$ cat src/port_pin_defines.svh
`ifndef PORT_PIN_DEFINES_SVH
`define PORT_PIN_DEFINES_SVH

// Register offsets on the byte register port
`define PORT_ADDR_DATA 8'h00
`define PORT_ADDR_DIR 8'h01

// Field positions and widths
`define PORT_WIDTH 8
`define PORT_MSB 7
`define PORT_IDX_MSB 2

// Reset values: all pins inputs, latch cleared
`define PORT_DATA_RST 8'h00
`define PORT_DIR_RST 8'h00

// Fixed read values
`define PORT_DIR_READ 8'hFF
`define PORT_UNMAPPED_READ 8'h00

`endif

$ cat src/port_pin_pkg.sv
`default_nettype none

package port_pin_pkg;

	// One bit set or bit clear request from the core
	typedef struct packed {
		logic [7:0] addr;
		logic [2:0] idx;
		logic setBit;
	} bitOp_t;

	// One byte access on the register port
	typedef struct packed {
		logic [7:0] addr;
		logic [7:0] wrData;
		logic wrStb;
		logic rdStb;
	} regAccess_t;

	typedef enum logic [1:0] {
		RMW_IDLE,
		RMW_READ,
		RMW_MODIFY,
		RMW_WRITE
	} rmwState_t;

endpackage : port_pin_pkg

`default_nettype wire

$ cat src/port_bit_rmw.sv
`timescale 1ns/1ns
`default_nettype none
`include "port_pin_defines.svh"

module port_bit_rmw (
	// Clock and reset
	input wire logic mclk,
	input wire logic reset,
	// Request
	input wire logic start,
	input wire port_pin_pkg::bitOp_t op,
	// Byte read back from the addressed register
	input wire logic [7:0] readByte,
	// Status and write side
	output logic busy,
	output logic [7:0] rmwAddr,
	output logic wrEn,
	output logic [7:0] wrByte
);

	port_pin_pkg::rmwState_t state_r, state_nxt;
	port_pin_pkg::bitOp_t op_r, op_nxt;
	logic [7:0] byte_r, byte_nxt;

	////////////////////////////////////////////////////////////////////////
	always_comb begin
		state_nxt = state_r;
		op_nxt = op_r;
		byte_nxt = byte_r;
		unique case (state_r)
			port_pin_pkg::RMW_IDLE: begin
				if (start) begin
					op_nxt = op;
					state_nxt = port_pin_pkg::RMW_READ;
				end
			end
			port_pin_pkg::RMW_READ: begin
				// Whole byte taken as a read would see it
				byte_nxt = readByte;
				state_nxt = port_pin_pkg::RMW_MODIFY;
			end
			port_pin_pkg::RMW_MODIFY: begin
				byte_nxt[op_r.idx] = op_r.setBit;
				state_nxt = port_pin_pkg::RMW_WRITE;
			end
			port_pin_pkg::RMW_WRITE: begin
				state_nxt = port_pin_pkg::RMW_IDLE;
			end
		endcase
	end

	always_ff @(posedge mclk) begin
		if (reset) begin
			state_r <= port_pin_pkg::RMW_IDLE;
			op_r <= '0;
			byte_r <= `PORT_DATA_RST;
		end else begin
			state_r <= state_nxt;
			op_r <= op_nxt;
			byte_r <= byte_nxt;
		end
	end

	////////////////////////////////////////////////////////////////////////
	assign busy = (state_r != port_pin_pkg::RMW_IDLE);
	assign rmwAddr = op_r.addr;
	// Full byte goes back, other bits as they were read
	assign wrEn = (state_r == port_pin_pkg::RMW_WRITE);
	assign wrByte = byte_r;

endmodule : port_bit_rmw
`default_nettype wire

$ cat src/port_pin_data_direction_access.sv
// Implementation choices: the address-and-strobe port and the address map.
`timescale 1ns/1ns
`default_nettype none
`include "port_pin_defines.svh"

module port_pin_data_direction_access (
	// Clock and reset
	input wire logic mclk,
	input wire logic reset,
	// Register port
	input wire port_pin_pkg::regAccess_t regAcc,
	output logic [7:0] rdData,
	// Bit set and bit clear requests
	input wire logic bitOpStb,
	input wire port_pin_pkg::bitOp_t bitOp,
	output logic bitOpBusy,
	// Port pins
	input wire logic [7:0] portPinsIn,
	output logic [7:0] portPinsOut,
	output logic [7:0] portPinsOe
);

	logic [7:0] latch_r, latch_nxt;
	logic [7:0] dir_r, dir_nxt;
	logic [7:0] rdData_r, rdData_nxt;
	logic [7:0] rmwAddr;
	logic [7:0] rmwReadByte;
	logic [7:0] rmwWrByte;
	logic rmwWrEn;
	logic rmwStart;

	////////////////////////////////////////////////////////////////////////
	// Byte seen by any read at addr; shared by bus and bit ops
	function automatic logic [7:0] readBack(
		input logic [7:0] addr,
		input logic [7:0] dir,
		input logic [7:0] latch,
		input logic [7:0] pins
	);
		logic [7:0] val;
		val = `PORT_UNMAPPED_READ;
		if (addr == `PORT_ADDR_DATA) begin
			// Per bit mix of latch and pin level
			val = (dir & latch) | (~dir & pins);
		end else if (addr == `PORT_ADDR_DIR) begin
			// Held value never visible
			val = `PORT_DIR_READ;
		end
		return val;
	endfunction : readBack

	////////////////////////////////////////////////////////////////////////
	// Bit op sequencer; new requests ignored while one runs
	assign rmwStart = bitOpStb && !bitOpBusy;
	assign rmwReadByte = readBack(rmwAddr, dir_r, latch_r, portPinsIn);

	port_bit_rmw u_rmw (
		.mclk(mclk),
		.reset(reset),
		.start(rmwStart),
		.op(bitOp),
		.readByte(rmwReadByte),
		.busy(bitOpBusy),
		.rmwAddr(rmwAddr),
		.wrEn(rmwWrEn),
		.wrByte(rmwWrByte)
	);

	////////////////////////////////////////////////////////////////////////
	// Registers; a bit op write beats a bus write to the same register
	always_comb begin
		latch_nxt = latch_r;
		dir_nxt = dir_r;
		rdData_nxt = rdData_r;
		if (regAcc.wrStb && regAcc.addr == `PORT_ADDR_DATA) begin
			latch_nxt = regAcc.wrData;
		end
		if (regAcc.wrStb && regAcc.addr == `PORT_ADDR_DIR) begin
			dir_nxt = regAcc.wrData;
		end
		if (rmwWrEn && rmwAddr == `PORT_ADDR_DATA) begin
			// Input bits take whatever was read back
			latch_nxt = rmwWrByte;
		end
		if (rmwWrEn && rmwAddr == `PORT_ADDR_DIR) begin
			// Read gave all ones, so input pins may turn output
			dir_nxt = rmwWrByte;
		end
		if (regAcc.rdStb) begin
			rdData_nxt = readBack(regAcc.addr, dir_r, latch_r, portPinsIn);
		end
	end

	always_ff @(posedge mclk) begin
		if (reset) begin
			latch_r <= `PORT_DATA_RST;
			dir_r <= `PORT_DIR_RST;
			rdData_r <= `PORT_UNMAPPED_READ;
		end else begin
			latch_r <= latch_nxt;
			dir_r <= dir_nxt;
			rdData_r <= rdData_nxt;
		end
	end

	////////////////////////////////////////////////////////////////////////
	assign rdData = rdData_r;
	assign portPinsOut = latch_r;
	assign portPinsOe = dir_r;

	////////////////////////////////////////////////////////////////////////
	// Checks

	AST_DATA_READ: assert property (
		@(posedge mclk) disable iff (reset)
		regAcc.rdStb && regAcc.addr == `PORT_ADDR_DATA |=>
			rdData == (($past(dir_r) & $past(latch_r)) |
			(~$past(dir_r) & $past(portPinsIn))))
		else $error("Data read mixes pins and latch wrongly");

	AST_DIR_READ: assert property (
		@(posedge mclk) disable iff (reset)
		regAcc.rdStb && regAcc.addr == `PORT_ADDR_DIR |=>
			rdData == `PORT_DIR_READ)
		else $error("Direction read not all ones");

	AST_DIR_OE: assert property (
		@(posedge mclk) disable iff (reset)
		regAcc.wrStb && regAcc.addr == `PORT_ADDR_DIR &&
			!(rmwWrEn && rmwAddr == `PORT_ADDR_DIR) |=>
			portPinsOe == $past(regAcc.wrData))
		else $error("Output enable does not follow direction write");

	AST_PIN_DRIVE: assert property (
		@(posedge mclk) disable iff (reset)
		regAcc.wrStb && regAcc.addr == `PORT_ADDR_DATA &&
			!(rmwWrEn && rmwAddr == `PORT_ADDR_DATA) |=>
			((portPinsOut ^ $past(regAcc.wrData)) & portPinsOe) == 8'h00)
		else $error("Output pin not driving its latch bit");

	AST_BIT_SET: assert property (
		@(posedge mclk) disable iff (reset)
		rmwStart && bitOp.setBit |=> ##2
			rmwWrEn && rmwWrByte[$past(bitOp.idx, 3)] == 1'b1)
		else $error("Bit set did not write a one");

	AST_BIT_CLR: assert property (
		@(posedge mclk) disable iff (reset)
		rmwStart && !bitOp.setBit |=> ##2
			rmwWrEn && rmwWrByte[$past(bitOp.idx, 3)] == 1'b0)
		else $error("Bit clear did not write a zero");

	AST_FULL_WRITE: assert property (
		@(posedge mclk) disable iff (reset)
		regAcc.wrStb && regAcc.addr == `PORT_ADDR_DATA &&
			!(rmwWrEn && rmwAddr == `PORT_ADDR_DATA) |=>
			latch_r == $past(regAcc.wrData))
		else $error("Data write did not store all eight bits");

	AST_SHARED_ADDR: assert property (
		@(posedge mclk) disable iff (reset)
		regAcc.rdStb && regAcc.addr == `PORT_ADDR_DATA &&
			dir_r == 8'h00 |=> rdData == $past(portPinsIn))
		else $error("Pin levels not read at data address");

	AST_RMW_SEQ: assert property (
		@(posedge mclk) disable iff (reset)
		rmwStart |=> bitOpBusy && !rmwWrEn ##1 bitOpBusy && !rmwWrEn
			##1 bitOpBusy && rmwWrEn ##1 !bitOpBusy)
		else $error("Bit op not read, modify, write in three cycles");

	AST_RMW_READBACK: assert property (
		@(posedge mclk) disable iff (reset)
		rmwStart && bitOp.addr == `PORT_ADDR_DIR |=> ##2
			(rmwWrByte | (8'h01 << $past(bitOp.idx, 3))) == 8'hFF)
		else $error("Direction bit op did not start from all ones");

	// Only the targeted bit may differ from what was read
	AST_RMW_KEEP: assert property (
		@(posedge mclk) disable iff (reset)
		rmwStart |=> ##2
			((rmwWrByte ^ $past(rmwReadByte, 2)) &
			~(8'h01 << $past(bitOp.idx, 3))) == 8'h00)
		else $error("Bit op changed a bit it did not target");

	AST_RMW_DATA_LANDS: assert property (
		@(posedge mclk) disable iff (reset)
		rmwWrEn && rmwAddr == `PORT_ADDR_DATA |=>
			portPinsOut == $past(rmwWrByte))
		else $error("Bit op byte not stored in the latch");

	AST_RMW_DIR_LANDS: assert property (
		@(posedge mclk) disable iff (reset)
		rmwWrEn && rmwAddr == `PORT_ADDR_DIR |=>
			portPinsOe == $past(rmwWrByte))
		else $error("Bit op byte not stored as direction");

	AST_RDDATA_HOLD: assert property (
		@(posedge mclk) disable iff (reset)
		!regAcc.rdStb |=> $stable(rdData))
		else $error("Read data changed without a read");

	AST_DIR_HOLD: assert property (
		@(posedge mclk) disable iff (reset)
		!(regAcc.wrStb && regAcc.addr == `PORT_ADDR_DIR) &&
			!(rmwWrEn && rmwAddr == `PORT_ADDR_DIR) |=>
			$stable(portPinsOe))
		else $error("Direction changed without a write");

	AST_LATCH_HOLD: assert property (
		@(posedge mclk) disable iff (reset)
		!(regAcc.wrStb && regAcc.addr == `PORT_ADDR_DATA) &&
			!(rmwWrEn && rmwAddr == `PORT_ADDR_DATA) |=>
			$stable(portPinsOut))
		else $error("Latch changed without a write");

	// Reset must leave every pin released and no bit op pending
	AST_RESET_STATE: assert property (
		@(posedge mclk)
		reset |=> portPinsOe == `PORT_DIR_RST &&
			portPinsOut == `PORT_DATA_RST && !bitOpBusy)
		else $error("Pins not released after reset");

endmodule : port_pin_data_direction_access
`default_nettype wire

$ cat config.mk
export PLATFORM = sky130hd
export DESIGN_NAME = port_pin_data_direction_access
export DESIGN_NICKNAME = d
export VERILOG_FILES = /design/src/port_pin_pkg.sv /design/src/port_bit_rmw.sv /design/src/port_pin_data_direction_access.sv
export VERILOG_INCLUDE_DIRS = /design/src
export SDC_FILE = /design/constraint.sdc
export NUM_CORES = 1
export LEC_CHECK = 0
export BUFFER_PORTS_ARGS = -buffer_cell sky130_fd_sc_hd__buf_2
export CAP_MARGIN = 20
export CORE_ASPECT_RATIO = 1.25
export CORE_MARGIN = 2
export CORE_UTILIZATION = 40
export DETAILED_ROUTE_END_ITERATION = 12
export GPL_TIMING_DRIVEN = 1
export PLACE_DENSITY = 0.65
export RECOVER_POWER = 50
export SYNTH_ARGS = -nofsm -noshare
export SYNTH_HDL_FRONTEND = slang
export SYNTH_HIERARCHICAL = 1
export SYNTH_SLANG_ARGS = --single-unit
$ cat constraint.sdc
create_clock -name mclk -period 2.1 [get_ports mclk]
set_input_delay 0.42 -clock mclk [delete_from_list [all_inputs] [get_ports mclk]]
set_output_delay 0.42 -clock mclk [all_outputs]
set_load 0.05 [all_outputs]
==> impl_metrics.yaml <==
clocking:
  root_buffer: "clkbuf_8"
  ctsHoldBuffers: 0
  cts_resized: 0
  numCtsBuffers: 5
  post_cts_buffers: 0
  clkSinkCount: 46
  clkTransAtPathRegs_ns: 0.09
  h-tree-depth: 2
  clock_latency_ns: 0.30
  cts_tree: "built"
  clock_path_buffers: 2
route:
  wl_um: 6940
  vias_per_cell: 5.82
  post_drt_wl_per_cell_um: 15.7
  drc: 0
  vias: 2579
  drtAntennaViolNets: 0
  drt_iter0_drc: 152
  first_pass_iters: 4
grt:
  antenna_found_initial: 0
  grt_max_degree: 26
  grt_pass1_vias: 2345
  grt_usage_pct: 19.2
  grt_overflow: 0
  grt_pass1_wl_um: 11400
worst_setup_path:
  cp.arrival_ns: 2.10
  critical_path_buf_inv_count: 0
  max_stage_delay_ns: 0.53
  slowest_stage: "or4_4"
  cp_max_fo: 8
  path_class: "reg2reg"
  cp_cell_sequence: "or4_4 -> or2_1 -> nor2_1 -> nor2b_1 -> a221oi_1 -> a311oi_1"
  end_kind: "register"
  required_ns: 2.31
  path_delay_family: "simple AND/OR/NAND/NOR gates"
  crit_path_start_kind: "register"
yosys:
  avgSynthCellArea_sq_um: 8.43
  synthMuxAreaShare_pct: 3.78
  synth-compound-area-share_pct: 21.0
  synth_edf_count: 0
  synth_ff_type: "dfxtp_1"
  syn_inst: 314
  seq_area_frac_synth_pct: 34.8
  yosys_warnings: 6
  synth_nets: 360
  synth_top_area_share_pct: 34.8
  synth_simple_gate_area_share_pct: 28.7
  synthTopCellsByArea: "dfxtp_1 35%, a311oi_1 5.6%, o31ai_1 4.5%"
  synth-xor-area-share_pct: 0
  yosys.area_share.adder_pct: 2.36
  synth.largest_area_cell: "dfxtp_1"
  synthesis.area_sq_um: 2650
  ys_ff_latch: 46
  ys_types: 48
  synth_top_family_by_area: "simple AND/OR/NAND/NOR gates"
  synthArstFlopShare_pct: 0
sta:
  tightest_slew_ns: 0.869
  fmax_mhz: 530
  period_needed_ns: 1.89
  fin_crit_sh_pct: 89.8
  maxSlewHeadroom_pct: 41.5
  finClkSkew_ns: 0.00578
  tns_ns: 0
  maxSlewViolCount: 0
  rsz0062_at_grt: "false"
  finalHoldViolCount: 0
  setup_viol: 0
placement:
  dp_hpwl_um: 5010
  numPortBuffers: 65
  place.gp.congestion: 0.817
pwr:
  seqPwrFrac_pct: 39.5
  p_per_area_nw_per_um2: 1010
  ir_drop_mv: 0.770
  p_comb_share_pct: 41.4
  switching_share_pct: 42.2
  p_sw_mw: 1.28
  p_total_mw: 3.03
  clkPwrFrac_pct: 19.1
  p_leak_nw: 1.06
  p_int_mw: 1.75
cells_and_area:
  diodes: 0
  syn_to_final_growth_pct: 13.0
  fin_nets: 401
  drive_gt1_share_pct: 20.2
  fillers: 694
run:
  maxCapViolCount: 0
outcome:
  status: "finished, final reports clean"
floorplanning:
  initial_core_util_pct: 40.8
  dieArea_sq_um: 7290
  io_pins: 66
  core_sq_um: 6480
  die_x_um: 76.8
  fp.dieH_um: 94.9
  num_rows: 33
hold_path:
  hp-class: "in2reg"
## path summary, 6_finish.rpt
check | start | to | slack, ns | cells after the start
setup / recovery | u_rmw/rmwAddr[5] | u_rmw/wrByte[3] | 0.21 | 6
hold / removal | bitOp[11] | u_rmw/rmwAddr[7] | 0.35 | 3
setup reg to reg | u_rmw/rmwAddr[5] | u_rmw/wrByte[3] | 0.21 | 6
hold reg to reg | u_rmw/rmwAddr[2] | u_rmw/rmwAddr[2] | 0.46 | 2
## power groups by stage
stage | Sequential (mW) | Clock (mW) | Combinational (mW)
CTS | 1.19 | 0.595 | 1.28
global placement | 1.20 | 0 | 1.25
floorplan | 1.23 | 0 | 1.02
detailed placement | 1.21 | 0 | 1.27
finish | 1.20 | 0.578 | 1.26
global route | 1.22 | 0.625 | 1.40
## routing by layer
| layer | vias to the layer above | GRT usage [%] | share of wire (%) |
|---|---|---|---|
| met5 | - | 0 | 0 |
| met4 | 0 | 6.97 | 1.5 |
| met1 | 1199 | 24.9 | 46 |
| met3 | 11 | 3.54 | 5.9 |
| met2 | 97 | 31.9 | 46 |
| li1 | 1272 | - | - |
## worst register-to-register path: cells and delay by family (launching register included)
family           cells  cell delay (ns)
AO/OA/AOI/OAI        2             0.32
AND/OR/NAND/NOR      4             1.16
flip-flops           1             0.32
## cell families (layout without fill, tap and decap cells)
family	count (synthesis)	count (layout)
and+or+nand+nor	133	133
AOI/OAI and AO/OA	73	73
buffers and inverters	48	90
DFF	46	46
muxes	9	9
adders and majority gates	5	5
## sequential cells by signal, indices dropped and copies added (netlist names)
name           flops
portPinsOe         8
portPinsOut        8
rdData             8
u_rmw/op_r         4
u_rmw/rmwAddr      8
u_rmw/state_r      2
u_rmw/wrByte       8
## cell usage in the layout (no fill, tap or decap), drive strengths merged, types with 3 or more instances in the layout
cell type / instances
nor4: 18
mux2: 8
o31ai: 16
a211oi: 9
nor2: 28
inv: 7
or3: 3
nand2: 28
nand3: 8
or4: 3
a21oi: 14
nand4: 17
o221ai: 4
clkbuf: 32
nand4b: 3
buf: 49
o311a: 4
ha: 5
dfxtp: 46
nand2b: 7
nor2b: 5
a311oi: 17
## stage by stage
| step | cell area, sq um | instances | utilization, % | setup WS, ns | hold slack, ns |
|---|---|---|---|---|---|
| final | 2990 | 443 | 46.1 | 0.215 | 0.348 |
| after global routing | 2990 | 443 | 46.1 | 0.0414 | 0.346 |
| after CTS | 3040 | 443 | 46.9 | 0.211 | 0.337 |
| after detailed placement | 2940 | 435 | 45.4 | 0.244 | 0.446 |
| after global placement | 2940 | 435 | 45.4 | 0.273 | 0.441 |
| after floorplan | 2650 | 314 | - | 0.0941 | 0.437 |
## synthesized netlist by cell type, drive strengths merged, types with 2 or more instances
cell type  number
nor2           28
ha              5
mux2            8
nor4b           2
a21oi          14
nand2b          7
a31oi           2
and4b           2
or4b            2
o311a           4
o31ai          16
nand4b          3
a211oi          9
inv             7
a311oi         17
o221ai          4
clkbuf         23
nor2b           5
or4             3
or3             3
nor4           18
nand4          17
buf            18
dfxtp          46
nand3           8
nand2          28
## final cells by class
class	instances	area (sq um)	share of cell area, %
inverters	7	26.3	0.879
flip-flops and latches	46	921	30.8
multi-input cells	220	1470	49.3
clock buffers	6	82.6	2.76
clock inverters	2	12.5	0.419
well taps	87	109	3.64
repair buffers	75	365	12.2
Note: power is estimated with default switching activity, not from simulation.
